<file path="src/logic/two_wire_map.svh">
// Purpose: Register offsets, field positions, reset values and status codes
// Assumes: Included by its bare name from the two-wire design files
// Notes: Definitions only
`ifndef TWO_WIRE_MAP_SVH
`define TWO_WIRE_MAP_SVH

// ----------------------------------------------------------------------
// Register offsets
// ----------------------------------------------------------------------
`define REG_AW 3
`define OFS_CTRL 3'h0
`define OFS_STATUS 3'h1
`define OFS_DATA 3'h2
`define OFS_OWN_ADDR 3'h3
`define OFS_RATE 3'h4
`define OFS_IRQ_STAT 3'h5
`define OFS_IRQ_MASK 3'h6

// ----------------------------------------------------------------------
// Control register fields
// ----------------------------------------------------------------------
`define CTRL_FLAG 7
`define CTRL_ACK 6
`define CTRL_STA 5
`define CTRL_STO 4
`define CTRL_WCOL 3
`define CTRL_EN 2
`define CTRL_IE 0

// ----------------------------------------------------------------------
// Interrupt status fields
// ----------------------------------------------------------------------
`define IRQ_W 3
`define IRQ_JOB 0
`define IRQ_ARB 1
`define IRQ_STOP 2

// ----------------------------------------------------------------------
// Reset values
// ----------------------------------------------------------------------
`define DATA_RST 8'hFF
`define OWN_ADDR_RST 8'hFE
`define STATUS_RST 8'hF8

// ----------------------------------------------------------------------
// Status codes
// ----------------------------------------------------------------------
`define ST_START 8'h08
`define ST_REP_START 8'h10
`define ST_W_ADDR_ACK 8'h18
`define ST_W_ADDR_NACK 8'h20
`define ST_W_DATA_ACK 8'h28
`define ST_W_DATA_NACK 8'h30
`define ST_ARB_LOST 8'h38
`define ST_R_ADDR_ACK 8'h40
`define ST_R_ADDR_NACK 8'h48
`define ST_R_DATA_ACK 8'h50
`define ST_R_DATA_NACK 8'h58
`define ST_IDLE 8'hF8

// ----------------------------------------------------------------------
// Bit counts
// ----------------------------------------------------------------------
`define ACK_BIT 4'h8
`define LAST_DATA_BIT 4'h7

`endif

</file>
<file path="src/logic/two_wire_pkg.sv">
// Purpose: Types shared by the two-wire master
// Assumes: Nothing
// Notes: Engine states only
package two_wire_pkg;

  typedef enum logic [3:0] {
    idle_s,
    start_hold_s,
    pause_s,
    bit_low_s,
    bit_high_s,
    rs_low_s,
    rs_high_s,
    stop_low_s,
    stop_high_s,
    stop_end_s
  } engine_state_t;

endpackage

</file>
<file path="src/logic/pin_sync.sv">
// Purpose: Three-flop synchroniser with agreement filter for pin inputs
// Assumes: Inputs asynchronous to mclk
// Notes: Output follows once the second and third flops agree
`timescale 1ns/10ps
`default_nettype none

module pin_sync #(
  parameter int W = 2,
  parameter logic [1:0] RST = 2'h3
) (
  // Clock and reset
  input wire logic mclk,
  input wire logic resetn,
  input wire logic ce,
  // Pins in, filtered levels out
  input wire logic [W-1:0] d,
  output logic [W-1:0] q
);

  logic [W-1:0] s1_q;
  logic [W-1:0] s2_q;
  logic [W-1:0] s3_q;

  if (W != 2) begin : g_chk
    $error("pin_sync supports W of 2 only");
  end

  always_ff @(posedge mclk) begin
    if (!resetn) begin
      s1_q <= RST;
      s2_q <= RST;
      s3_q <= RST;
    end else if (ce) begin
      s1_q <= d;
      s2_q <= s1_q;
      s3_q <= s2_q;
    end
  end

  for (genvar i = 0; i < W; i++) begin : g_bit
    always_ff @(posedge mclk) begin
      if (!resetn) begin
        q[i] <= RST[i];
      end else if (ce && (s2_q[i] == s3_q[i])) begin
        q[i] <= s3_q[i];
      end
    end
  end

endmodule

`default_nettype wire

</file>
<file path="src/logic/two_wire_master_receiver.sv">
// Purpose: Two-wire bus master (receiver, with address/transmit support)
// Assumes: mclk 10 MHz; open-drain pins resolved outside
// Notes: Each half bit is the rate register count plus one mclk cycles; the high half starts once scl is seen high
// Notes on behaviour
// - the START condition is put out only once the bus is free
// - after START the flag sets and status reads 08
// - after address and ack sample the flag sets; status 38, 40 or 48
// - each received byte is readable in the data register while flag set
// - the last received byte is answered with not-acknowledge
// - repeated START uses the START value and reports status 10
// - after repeated START bus ownership is kept, no STOP needed
// - own slave address sits in bits 7..1 of the address register
// - runs only while enabled; writing one to the flag clears it
// - serial clock is held low while the flag is set; after arbitration loss the engine goes idle and leaves it released
// - clearing the flag starts the next operation
// - received bytes are acknowledged only when ack enable is one
//
// Chosen here: the strobed register port and the register addresses.
`timescale 1ns/10ps
`default_nettype none
`include "two_wire_map.svh"

module two_wire_master_receiver
  import two_wire_pkg::*;
#(
  parameter int RATE_RST = 50
) (
  // Clock, reset, enable
  input wire logic mclk,
  input wire logic resetn,
  input wire logic ce,
  // Register port
  input wire logic [`REG_AW-1:0] reg_addr,
  input wire logic [7:0] reg_wdata,
  input wire logic reg_wr,
  input wire logic reg_rd,
  output logic [7:0] reg_rdata,
  // Interrupt
  output logic irq,
  // Serial clock pin
  input wire logic scl_seen,
  output logic scl_level,
  output logic scl_oe_n,
  // Serial data pin
  input wire logic sda_seen,
  output logic sda_level,
  output logic sda_oe_n
);

  if (RATE_RST < 4 || RATE_RST > 255) begin : g_chk
    $error("RATE_RST must lie in 4..255");
  end

  // ----------------------------------------------------------------------
  // Declarations
  // ----------------------------------------------------------------------
  engine_state_t state_q;
  logic [7:0] cnt_q;
  logic [3:0] bit_q;
  logic [7:0] shift_q;
  logic drv_scl_q;
  logic drv_sda_q;
  logic rx_mode_q;
  logic addr_phase_q;
  logic own_q;
  logic rep_q;
  logic busy_q;
  logic sda_prev_q;
  logic flag_q;
  logic ack_en_q;
  logic start_req_q;
  logic stop_req_q;
  logic wcol_q;
  logic en_q;
  logic ie_q;
  logic [7:0] status_q;
  logic [7:0] data_q;
  logic [7:0] own_addr_q;
  logic [7:0] rate_q;
  logic [`IRQ_W-1:0] irq_stat_q;
  logic [`IRQ_W-1:0] irq_mask_q;
  logic [7:0] rdata_q;
  logic [1:0] pins_s;
  logic scl_s;
  logic sda_s;
  logic wr_ctrl;
  logic flag_set;
  logic arb_lost;
  logic stop_done;
  logic [7:0] status_d;
  logic cnt_done;
  logic [7:0] ctrl_rd;

  assign wr_ctrl = reg_wr && (reg_addr == `OFS_CTRL);
  assign cnt_done = (cnt_q == 8'h00);

  // ----------------------------------------------------------------------
  // Pin inputs and outputs
  // ----------------------------------------------------------------------
  pin_sync #(.W(2), .RST(2'h3)) u_sync (
    .mclk(mclk),
    .resetn(resetn),
    .ce(ce),
    .d({scl_seen, sda_seen}),
    .q(pins_s)
  );
  assign scl_s = pins_s[1];
  assign sda_s = pins_s[0];

  assign scl_level = 1'b0;
  assign sda_level = 1'b0;
  assign scl_oe_n = ~drv_scl_q;
  assign sda_oe_n = ~drv_sda_q;

  // ----------------------------------------------------------------------
  // Bus free monitor
  // ----------------------------------------------------------------------
  always_ff @(posedge mclk) begin
    if (!resetn) begin
      sda_prev_q <= 1'b1;
      busy_q <= 1'b0;
    end else if (ce) begin
      sda_prev_q <= sda_s;
      if (scl_s && sda_prev_q && !sda_s) begin
        busy_q <= 1'b1;
      end else if (scl_s && !sda_prev_q && sda_s) begin
        busy_q <= 1'b0;
      end
    end
  end

  // ----------------------------------------------------------------------
  // Control register
  // ----------------------------------------------------------------------
  always_ff @(posedge mclk) begin
    if (!resetn) begin
      flag_q <= 1'b0;
      ack_en_q <= 1'b0;
      start_req_q <= 1'b0;
      stop_req_q <= 1'b0;
      en_q <= 1'b0;
      ie_q <= 1'b0;
    end else if (ce) begin
      if (flag_set) begin
        flag_q <= 1'b1;
      end else if (wr_ctrl && reg_wdata[`CTRL_FLAG]) begin
        flag_q <= 1'b0;
      end
      if (wr_ctrl) begin
        ack_en_q <= reg_wdata[`CTRL_ACK];
        start_req_q <= reg_wdata[`CTRL_STA];
        en_q <= reg_wdata[`CTRL_EN];
        ie_q <= reg_wdata[`CTRL_IE];
      end
      if (stop_done) begin
        stop_req_q <= 1'b0;
      end else if (wr_ctrl) begin
        stop_req_q <= reg_wdata[`CTRL_STO];
      end
    end
  end

  // Reserved bit always reads zero
  always_comb begin
    ctrl_rd = 8'h00;
    ctrl_rd[`CTRL_FLAG] = flag_q;
    ctrl_rd[`CTRL_ACK] = ack_en_q;
    ctrl_rd[`CTRL_STA] = start_req_q;
    ctrl_rd[`CTRL_STO] = stop_req_q;
    ctrl_rd[`CTRL_WCOL] = wcol_q;
    ctrl_rd[`CTRL_EN] = en_q;
    ctrl_rd[`CTRL_IE] = ie_q;
  end

  // ----------------------------------------------------------------------
  // Data register and write collision
  // ----------------------------------------------------------------------
  always_ff @(posedge mclk) begin
    if (!resetn) begin
      data_q <= `DATA_RST;
      wcol_q <= 1'b0;
    end else if (ce) begin
      if (state_q == bit_high_s && bit_q == `ACK_BIT && cnt_done && scl_s) begin
        data_q <= shift_q;
      end else if (reg_wr && reg_addr == `OFS_DATA) begin
        if (flag_q) begin
          data_q <= reg_wdata;
          wcol_q <= 1'b0;
        end else begin
          wcol_q <= 1'b1;
        end
      end
    end
  end

  // ----------------------------------------------------------------------
  // Plain registers and interrupts
  // ----------------------------------------------------------------------
  always_ff @(posedge mclk) begin
    if (!resetn) begin
      own_addr_q <= `OWN_ADDR_RST;
      rate_q <= 8'(RATE_RST);
      irq_mask_q <= '0;
    end else if (ce && reg_wr) begin
      if (reg_addr == `OFS_OWN_ADDR) begin
        own_addr_q <= reg_wdata;
      end
      if (reg_addr == `OFS_RATE) begin
        rate_q <= reg_wdata;
      end
      if (reg_addr == `OFS_IRQ_MASK) begin
        irq_mask_q <= reg_wdata[`IRQ_W-1:0];
      end
    end
  end

  always_ff @(posedge mclk) begin
    if (!resetn) begin
      irq_stat_q <= '0;
    end else if (ce) begin
      for (int i = 0; i < `IRQ_W; i++) begin
        if ((i == `IRQ_JOB && flag_set) || (i == `IRQ_ARB && arb_lost) ||
            (i == `IRQ_STOP && stop_done)) begin
          irq_stat_q[i] <= 1'b1;
        end else if (reg_wr && reg_addr == `OFS_IRQ_STAT && reg_wdata[i]) begin
          irq_stat_q[i] <= 1'b0;
        end
      end
    end
  end

  assign irq = |(irq_stat_q & irq_mask_q);

  always_ff @(posedge mclk) begin
    if (!resetn) begin
      rdata_q <= 8'h00;
    end else if (ce) begin
      rdata_q <= 8'h00;
      if (reg_rd) begin
        unique case (reg_addr)
          `OFS_CTRL: rdata_q <= ctrl_rd;
          `OFS_STATUS: rdata_q <= status_q;
          `OFS_DATA: rdata_q <= data_q;
          `OFS_OWN_ADDR: rdata_q <= own_addr_q;
          `OFS_RATE: rdata_q <= rate_q;
          `OFS_IRQ_STAT: rdata_q <= {{(8 - `IRQ_W){1'b0}}, irq_stat_q};
          `OFS_IRQ_MASK: rdata_q <= {{(8 - `IRQ_W){1'b0}}, irq_mask_q};
          default: rdata_q <= 8'h00;
        endcase
      end
    end
  end
  assign reg_rdata = rdata_q;

  // ----------------------------------------------------------------------
  // Status code for the ninth bit
  // ----------------------------------------------------------------------
  always_comb begin
    if (addr_phase_q) begin
      if (rx_mode_q) begin
        status_d = sda_s ? `ST_R_ADDR_NACK : `ST_R_ADDR_ACK;
      end else begin
        status_d = sda_s ? `ST_W_ADDR_NACK : `ST_W_ADDR_ACK;
      end
    end else if (rx_mode_q) begin
      status_d = drv_sda_q ? `ST_R_DATA_ACK : `ST_R_DATA_NACK;
    end else begin
      status_d = sda_s ? `ST_W_DATA_NACK : `ST_W_DATA_ACK;
    end
  end

  assign flag_set = ce && (((state_q == start_hold_s) && cnt_done) ||
    ((state_q == bit_high_s) && cnt_done && scl_s && (bit_q == `ACK_BIT)) || arb_lost);
  assign arb_lost = ce && (state_q == bit_high_s) && cnt_done && scl_s &&
    (bit_q != `ACK_BIT) && (!rx_mode_q || addr_phase_q) && !drv_sda_q && !sda_s;
  assign stop_done = ce && (state_q == stop_end_s) && cnt_done;

  // ----------------------------------------------------------------------
  // Bus engine
  // ----------------------------------------------------------------------
  always_ff @(posedge mclk) begin
    if (!resetn) begin
      state_q <= idle_s;
      cnt_q <= 8'h00;
      bit_q <= 4'h0;
      shift_q <= 8'h00;
      drv_scl_q <= 1'b0;
      drv_sda_q <= 1'b0;
      rx_mode_q <= 1'b0;
      addr_phase_q <= 1'b0;
      own_q <= 1'b0;
      rep_q <= 1'b0;
      status_q <= `STATUS_RST;
    end else if (ce) begin
      if (!cnt_done) begin
        cnt_q <= cnt_q - 8'h01;
      end
      if (!en_q) begin
        state_q <= idle_s;
        drv_scl_q <= 1'b0;
        drv_sda_q <= 1'b0;
        own_q <= 1'b0;
      end else begin
        unique case (state_q)
          idle_s: begin
            if (start_req_q && !flag_q && !busy_q && scl_s && sda_s) begin
              drv_sda_q <= 1'b1;
              rep_q <= 1'b0;
              cnt_q <= rate_q;
              state_q <= start_hold_s;
            end
          end
          start_hold_s: begin
            if (cnt_done) begin
              drv_scl_q <= 1'b1;
              own_q <= 1'b1;
              addr_phase_q <= 1'b1;
              status_q <= rep_q ? `ST_REP_START : `ST_START;
              state_q <= pause_s;
            end
          end
          pause_s: begin
            // Clock line stays pulled low until the flag is cleared
            drv_scl_q <= 1'b1;
            cnt_q <= rate_q;
            if (!flag_q) begin
              if (start_req_q) begin
                drv_sda_q <= 1'b0;
                state_q <= rs_low_s;
              end else if (stop_req_q) begin
                drv_sda_q <= 1'b1;
                state_q <= stop_low_s;
              end else begin
                shift_q <= data_q;
                bit_q <= 4'h0;
                if (addr_phase_q) begin
                  rx_mode_q <= data_q[0];
                end
                drv_sda_q <= (addr_phase_q || !rx_mode_q) ? !data_q[7] : 1'b0;
                state_q <= bit_low_s;
              end
            end
          end
          bit_low_s: begin
            if (cnt_done) begin
              drv_scl_q <= 1'b0;
              cnt_q <= rate_q;
              state_q <= bit_high_s;
            end
          end
          bit_high_s: begin
            if (!scl_s) begin
              cnt_q <= rate_q;
            end else if (cnt_done) begin
              cnt_q <= rate_q;
              if (arb_lost) begin
                drv_sda_q <= 1'b0;
                own_q <= 1'b0;
                status_q <= `ST_ARB_LOST;
                state_q <= idle_s;
              end else if (bit_q == `ACK_BIT) begin
                drv_scl_q <= 1'b1;
                status_q <= status_d;
                addr_phase_q <= 1'b0;
                state_q <= pause_s;
              end else begin
                drv_scl_q <= 1'b1;
                shift_q <= {shift_q[6:0], sda_s};
                bit_q <= bit_q + 4'h1;
                if (bit_q == `LAST_DATA_BIT) begin
                  // Ninth bit: receiver answers, transmitter listens
                  drv_sda_q <= (rx_mode_q && !addr_phase_q) ? ack_en_q : 1'b0;
                end else if (addr_phase_q || !rx_mode_q) begin
                  drv_sda_q <= !shift_q[6];
                end else begin
                  drv_sda_q <= 1'b0;
                end
                state_q <= bit_low_s;
              end
            end
          end
          rs_low_s: begin
            if (cnt_done) begin
              drv_scl_q <= 1'b0;
              cnt_q <= rate_q;
              state_q <= rs_high_s;
            end
          end
          rs_high_s: begin
            if (!scl_s || !sda_s) begin
              cnt_q <= rate_q;
            end else if (cnt_done) begin
              drv_sda_q <= 1'b1;
              rep_q <= 1'b1;
              cnt_q <= rate_q;
              state_q <= start_hold_s;
            end
          end
          stop_low_s: begin
            if (cnt_done) begin
              drv_scl_q <= 1'b0;
              cnt_q <= rate_q;
              state_q <= stop_high_s;
            end
          end
          stop_high_s: begin
            if (!scl_s) begin
              cnt_q <= rate_q;
            end else if (cnt_done) begin
              drv_sda_q <= 1'b0;
              cnt_q <= rate_q;
              state_q <= stop_end_s;
            end
          end
          stop_end_s: begin
            if (cnt_done) begin
              own_q <= 1'b0;
              status_q <= `ST_IDLE;
              state_q <= idle_s;
            end
          end
        endcase
      end
    end
  end

endmodule

`default_nettype wire

</file>
<file path="config.mk">
export PLATFORM = sky130hd
export DESIGN_NAME = two_wire_master_receiver
export DESIGN_NICKNAME = d
export VERILOG_FILES = /design/src/logic/two_wire_pkg.sv /design/src/logic/pin_sync.sv /design/src/logic/two_wire_master_receiver.sv
export VERILOG_INCLUDE_DIRS = /design/src /design/src/logic
export SDC_FILE = /design/constraint.sdc
export NUM_CORES = 1
export LEC_CHECK = 0
export ABC_AREA = 1
export BUFFER_PORTS_ARGS = -buffer_cell sky130_fd_sc_hd__buf_4
export CAP_MARGIN = 30
export CORE_UTILIZATION = 35
export DETAILED_ROUTE_END_ITERATION = 12
export PLACE_DENSITY = 0.62
export SYNTH_ARGS = -nofsm -noshare
export SYNTH_HDL_FRONTEND = slang
export SYNTH_SLANG_ARGS = --single-unit
</file>
<file path="constraint.sdc">
create_clock -name mclk -period 5.15 [get_ports mclk]
set_input_delay 1.03 -clock mclk [delete_from_list [all_inputs] [get_ports mclk]]
set_output_delay 1.03 -clock mclk [all_outputs]
set_load 0.05 [all_outputs]
</file>
==> qor.csv <==
stage;metric;value;unit
routing;vias_per_cell;5.13;
clock_network;cts-root-buf;clkbuf_16;
floorplanning;io_pins;31;
clock_network;cts_buffer_depth;2;
final_layout;instances_no_fill;941;
power;ir_drop;0.000149;V
synth;synthFlopType;dfxtp_1;
synth;synth-async-reset-ratio;0;
timing;fin_setup_tns;0;ns
worst_hold_path;hp-start;u_sync.s1_q[0];
grt;grt_max_degree;64;
power;power.density;294;mW/mm^2
worst_setup_path;rr_worst_depth;10;
timing;worstMarginPinSlew;0.869;ns
place;place.gp.congestion;0.849;
clock_network;cts-hold-fix-buffers;0;
worst_setup_path;cp.required;5.36;ns
grt;grt_pass1_wl;22500;um
floorplanning;coreArea;0.0139;sq mm
grt;grt_pass1_vias;4260;
clock_network;cts_max_level;3;
power;p_leak;2.49;nW
synth;synth-edff-count;0;
routing;wl_per_cell;14.6;um
final_layout;area_delta_synth_final;11.6;%
final_layout;diodes;0;
routing;dr.first_iter.drc_count;320;
final_layout;final_cell_mix;166 x nand2_1, 89 x dfxtp_1, 84 x inv_1;
floorplanning;die_h;122;um
power;p_total;0.00165;W
timing;finalClockSkew;0.00780;ns
status;status;complete, no violations;
clock_network;clk_transition_reported_paths;0.07;ns
clock_network;cts_buffers;9;
worst_setup_path;cp_max_fo;63;
worst_hold_path;min_to;u_sync.s1_q[0];
synth;synth_seq_cells;89;
routing;vias;4825;
floorplanning;initial_utilization;0.360;
routing;dr.pass1.iters;6;
worst_setup_path;start_kind;input pin;
run;cap_violations;0;
synth;syn_area_per_cell;6.75;sq um
timing;slew_headroom;0.417;
place;hpwlAfterDp;9910;um
worst_setup_path;path_cells;buf_4, clkinv_1, a21oi_1, o21ai_0;
worst_setup_path;slowest_delay;0.90;ns
synth;synth_cell_type_count;44;
clock_network;postCtsSetupRepairBufs;0;
synth;syn_inst;744;
place;portBuffers;28;
timing;fmax;366;MHz
timing;period_share;0.531;
final_layout;final_common_cell;nand2_1;
place;dp.cells;926;
clock_network;cts_tree;yes;
grt;grt_antenna_before_repair;0;
floorplanning;fp-row-count;43;
worst_setup_path;critPathCaptureType;flip-flop;
timing;hold_violations;0;
floorplanning;die_w;122;um
clock_network;post_cts_resized;0;
worst_setup_path;r2r_slack;2.78;ns
worst_setup_path;r2r_end;data_q[0];
grt;grtUsageTotal;0.194;
floorplanning;die_area;0.0148;sq mm
synth;ys_seq_area_frac;0.355;
timing;finalSetupViolations;0;
timing;slew_viol_final;0;
clock_network;numClockSinks;89;
worst_setup_path;arrival;2.95;ns
routing;antenna_left;0;
worst_setup_path;worst-setup-path-type;in2reg;
worst_hold_path;hp-class;reg2reg;
timing;min_period;2.73;ns
worst_hold_path;whs_path_depth;2;
timing;rsz0062_at_grt;no;
worst_setup_path;critPathSlowestCell;clkinv_1;
routing;remaining_drc_errors;0;
final_layout;drive_above_1_share;0.105;
synth;syn_area;0.00502;sq mm
routing;routed_wl;13800;um
clock_network;clk_latency;0.34;ns
final_layout;final_nets;782;
synth;synth_warnings;0;
grt;overflow;0;
worst_setup_path;r2r_start;bit_q[0];
[state kept, by name (all words and copies together), names as in the netlist, 2 cells and up]
register,count
shift_q,8
data_q,8
rate_q,8
reg_rdata,8
u_sync.s3_q,2
state_q,4
u_sync.s2_q,2
irq_mask_q,3
own_addr_q,8
u_sync.s1_q,2
u_sync.q,2
bit_q,4
status_q,5
irq_stat_q,3
cnt_q,8
[metrics by stage]
step / worst slack [ns] / area, sq um / hold slack (ns) / util
after floorplan: 2.92 / 5020 / 0.429 / -
after global placement: 2.11 / 5310 / 0.444 / 0.381
after detailed placement: 2.08 / 5310 / 0.445 / 0.381
after CTS: 2.41 / 5600 / 0.459 / 0.402
after global routing: 2.21 / 5600 / 0.483 / 0.402
final: 2.42 / 5600 / 0.462 / 0.402
[logic make-up (layout without fill, tap and decap cells)]
family,Yosys count,after routing,synth area share
buf+inv,121,137,0.102
other cells,1,2,0.000747
fa+ha+maj,7,7,0.0174
flops,89,89,0.355
simple gates,335,335,0.301
xor+xnor,3,3,0.00524
compound gates,188,188,0.218
[cell usage after synthesis, types with 6 or more instances]
library cell / n / area (sq um)
o211ai_1: 21 / 158
dfxtp_1: 89 / 1780
clkbuf_1: 14 / 52.6
nand3_1: 60 / 300
inv_2: 6 / 22.5
buf_4: 7 / 52.6
o21ai_0: 77 / 385
inv_1: 84 / 315
nor3_1: 8 / 40.0
ha_1: 7 / 87.6
a21oi_1: 55 / 275
nand4_1: 10 / 62.6
nand2_1: 166 / 623
nor2_1: 67 / 251
[worst max path at each step]
stage                start          end  slack (ns)  cells past startpoint
finish              resetn    rate_q[1]        2.42                      4
global route        resetn    rate_q[1]        2.21                      4
CTS                 resetn    rate_q[1]        2.41                      4
detailed placement  resetn    rate_q[1]        2.08                      4
global placement    resetn    rate_q[1]        2.11                      4
floorplan               ce  status_q[4]        2.92                     12
[critical path, delay by kind of cell]
family | cells | cell delay [ns]
buffers and inverters | 2 | 1.42
AO/OA/AOI/OAI | 2 | 0.48
[area by class of cell]
cell class / count / area, sq um
Clock buffer: 9 / 225
Clock inverter: 6 / 66.3
Fill cell: 1456 / 8330
Inverter: 94 / 365
Multi-Input combinational cell: 535 / 2730
Sequential cell: 89 / 1780
Tap cell: 180 / 225
Timing Repair Buffer: 28 / 210
[per-layer routing]
| metal | global-route usage | wire length [um] | vias up |
|---|---|---|---|
| met5 | 0 | 0 | - |
| met4 | 0.0563 | 160 | 0 |
| met3 | 0.0248 | 620 | 13 |
| met2 | 0.300 | 6260 | 130 |
| met1 | 0.278 | 6730 | 2183 |
| li1 | - | - | 2499 |
[power breakdown]
part           switching (W)  internal [W]
clock               0.000283      0.000376
sequential         0.0000196      0.000710
combinational       0.000179     0.0000816
total               0.000482       0.00117
No activity file was read; power rests on OpenSTA's default activity.
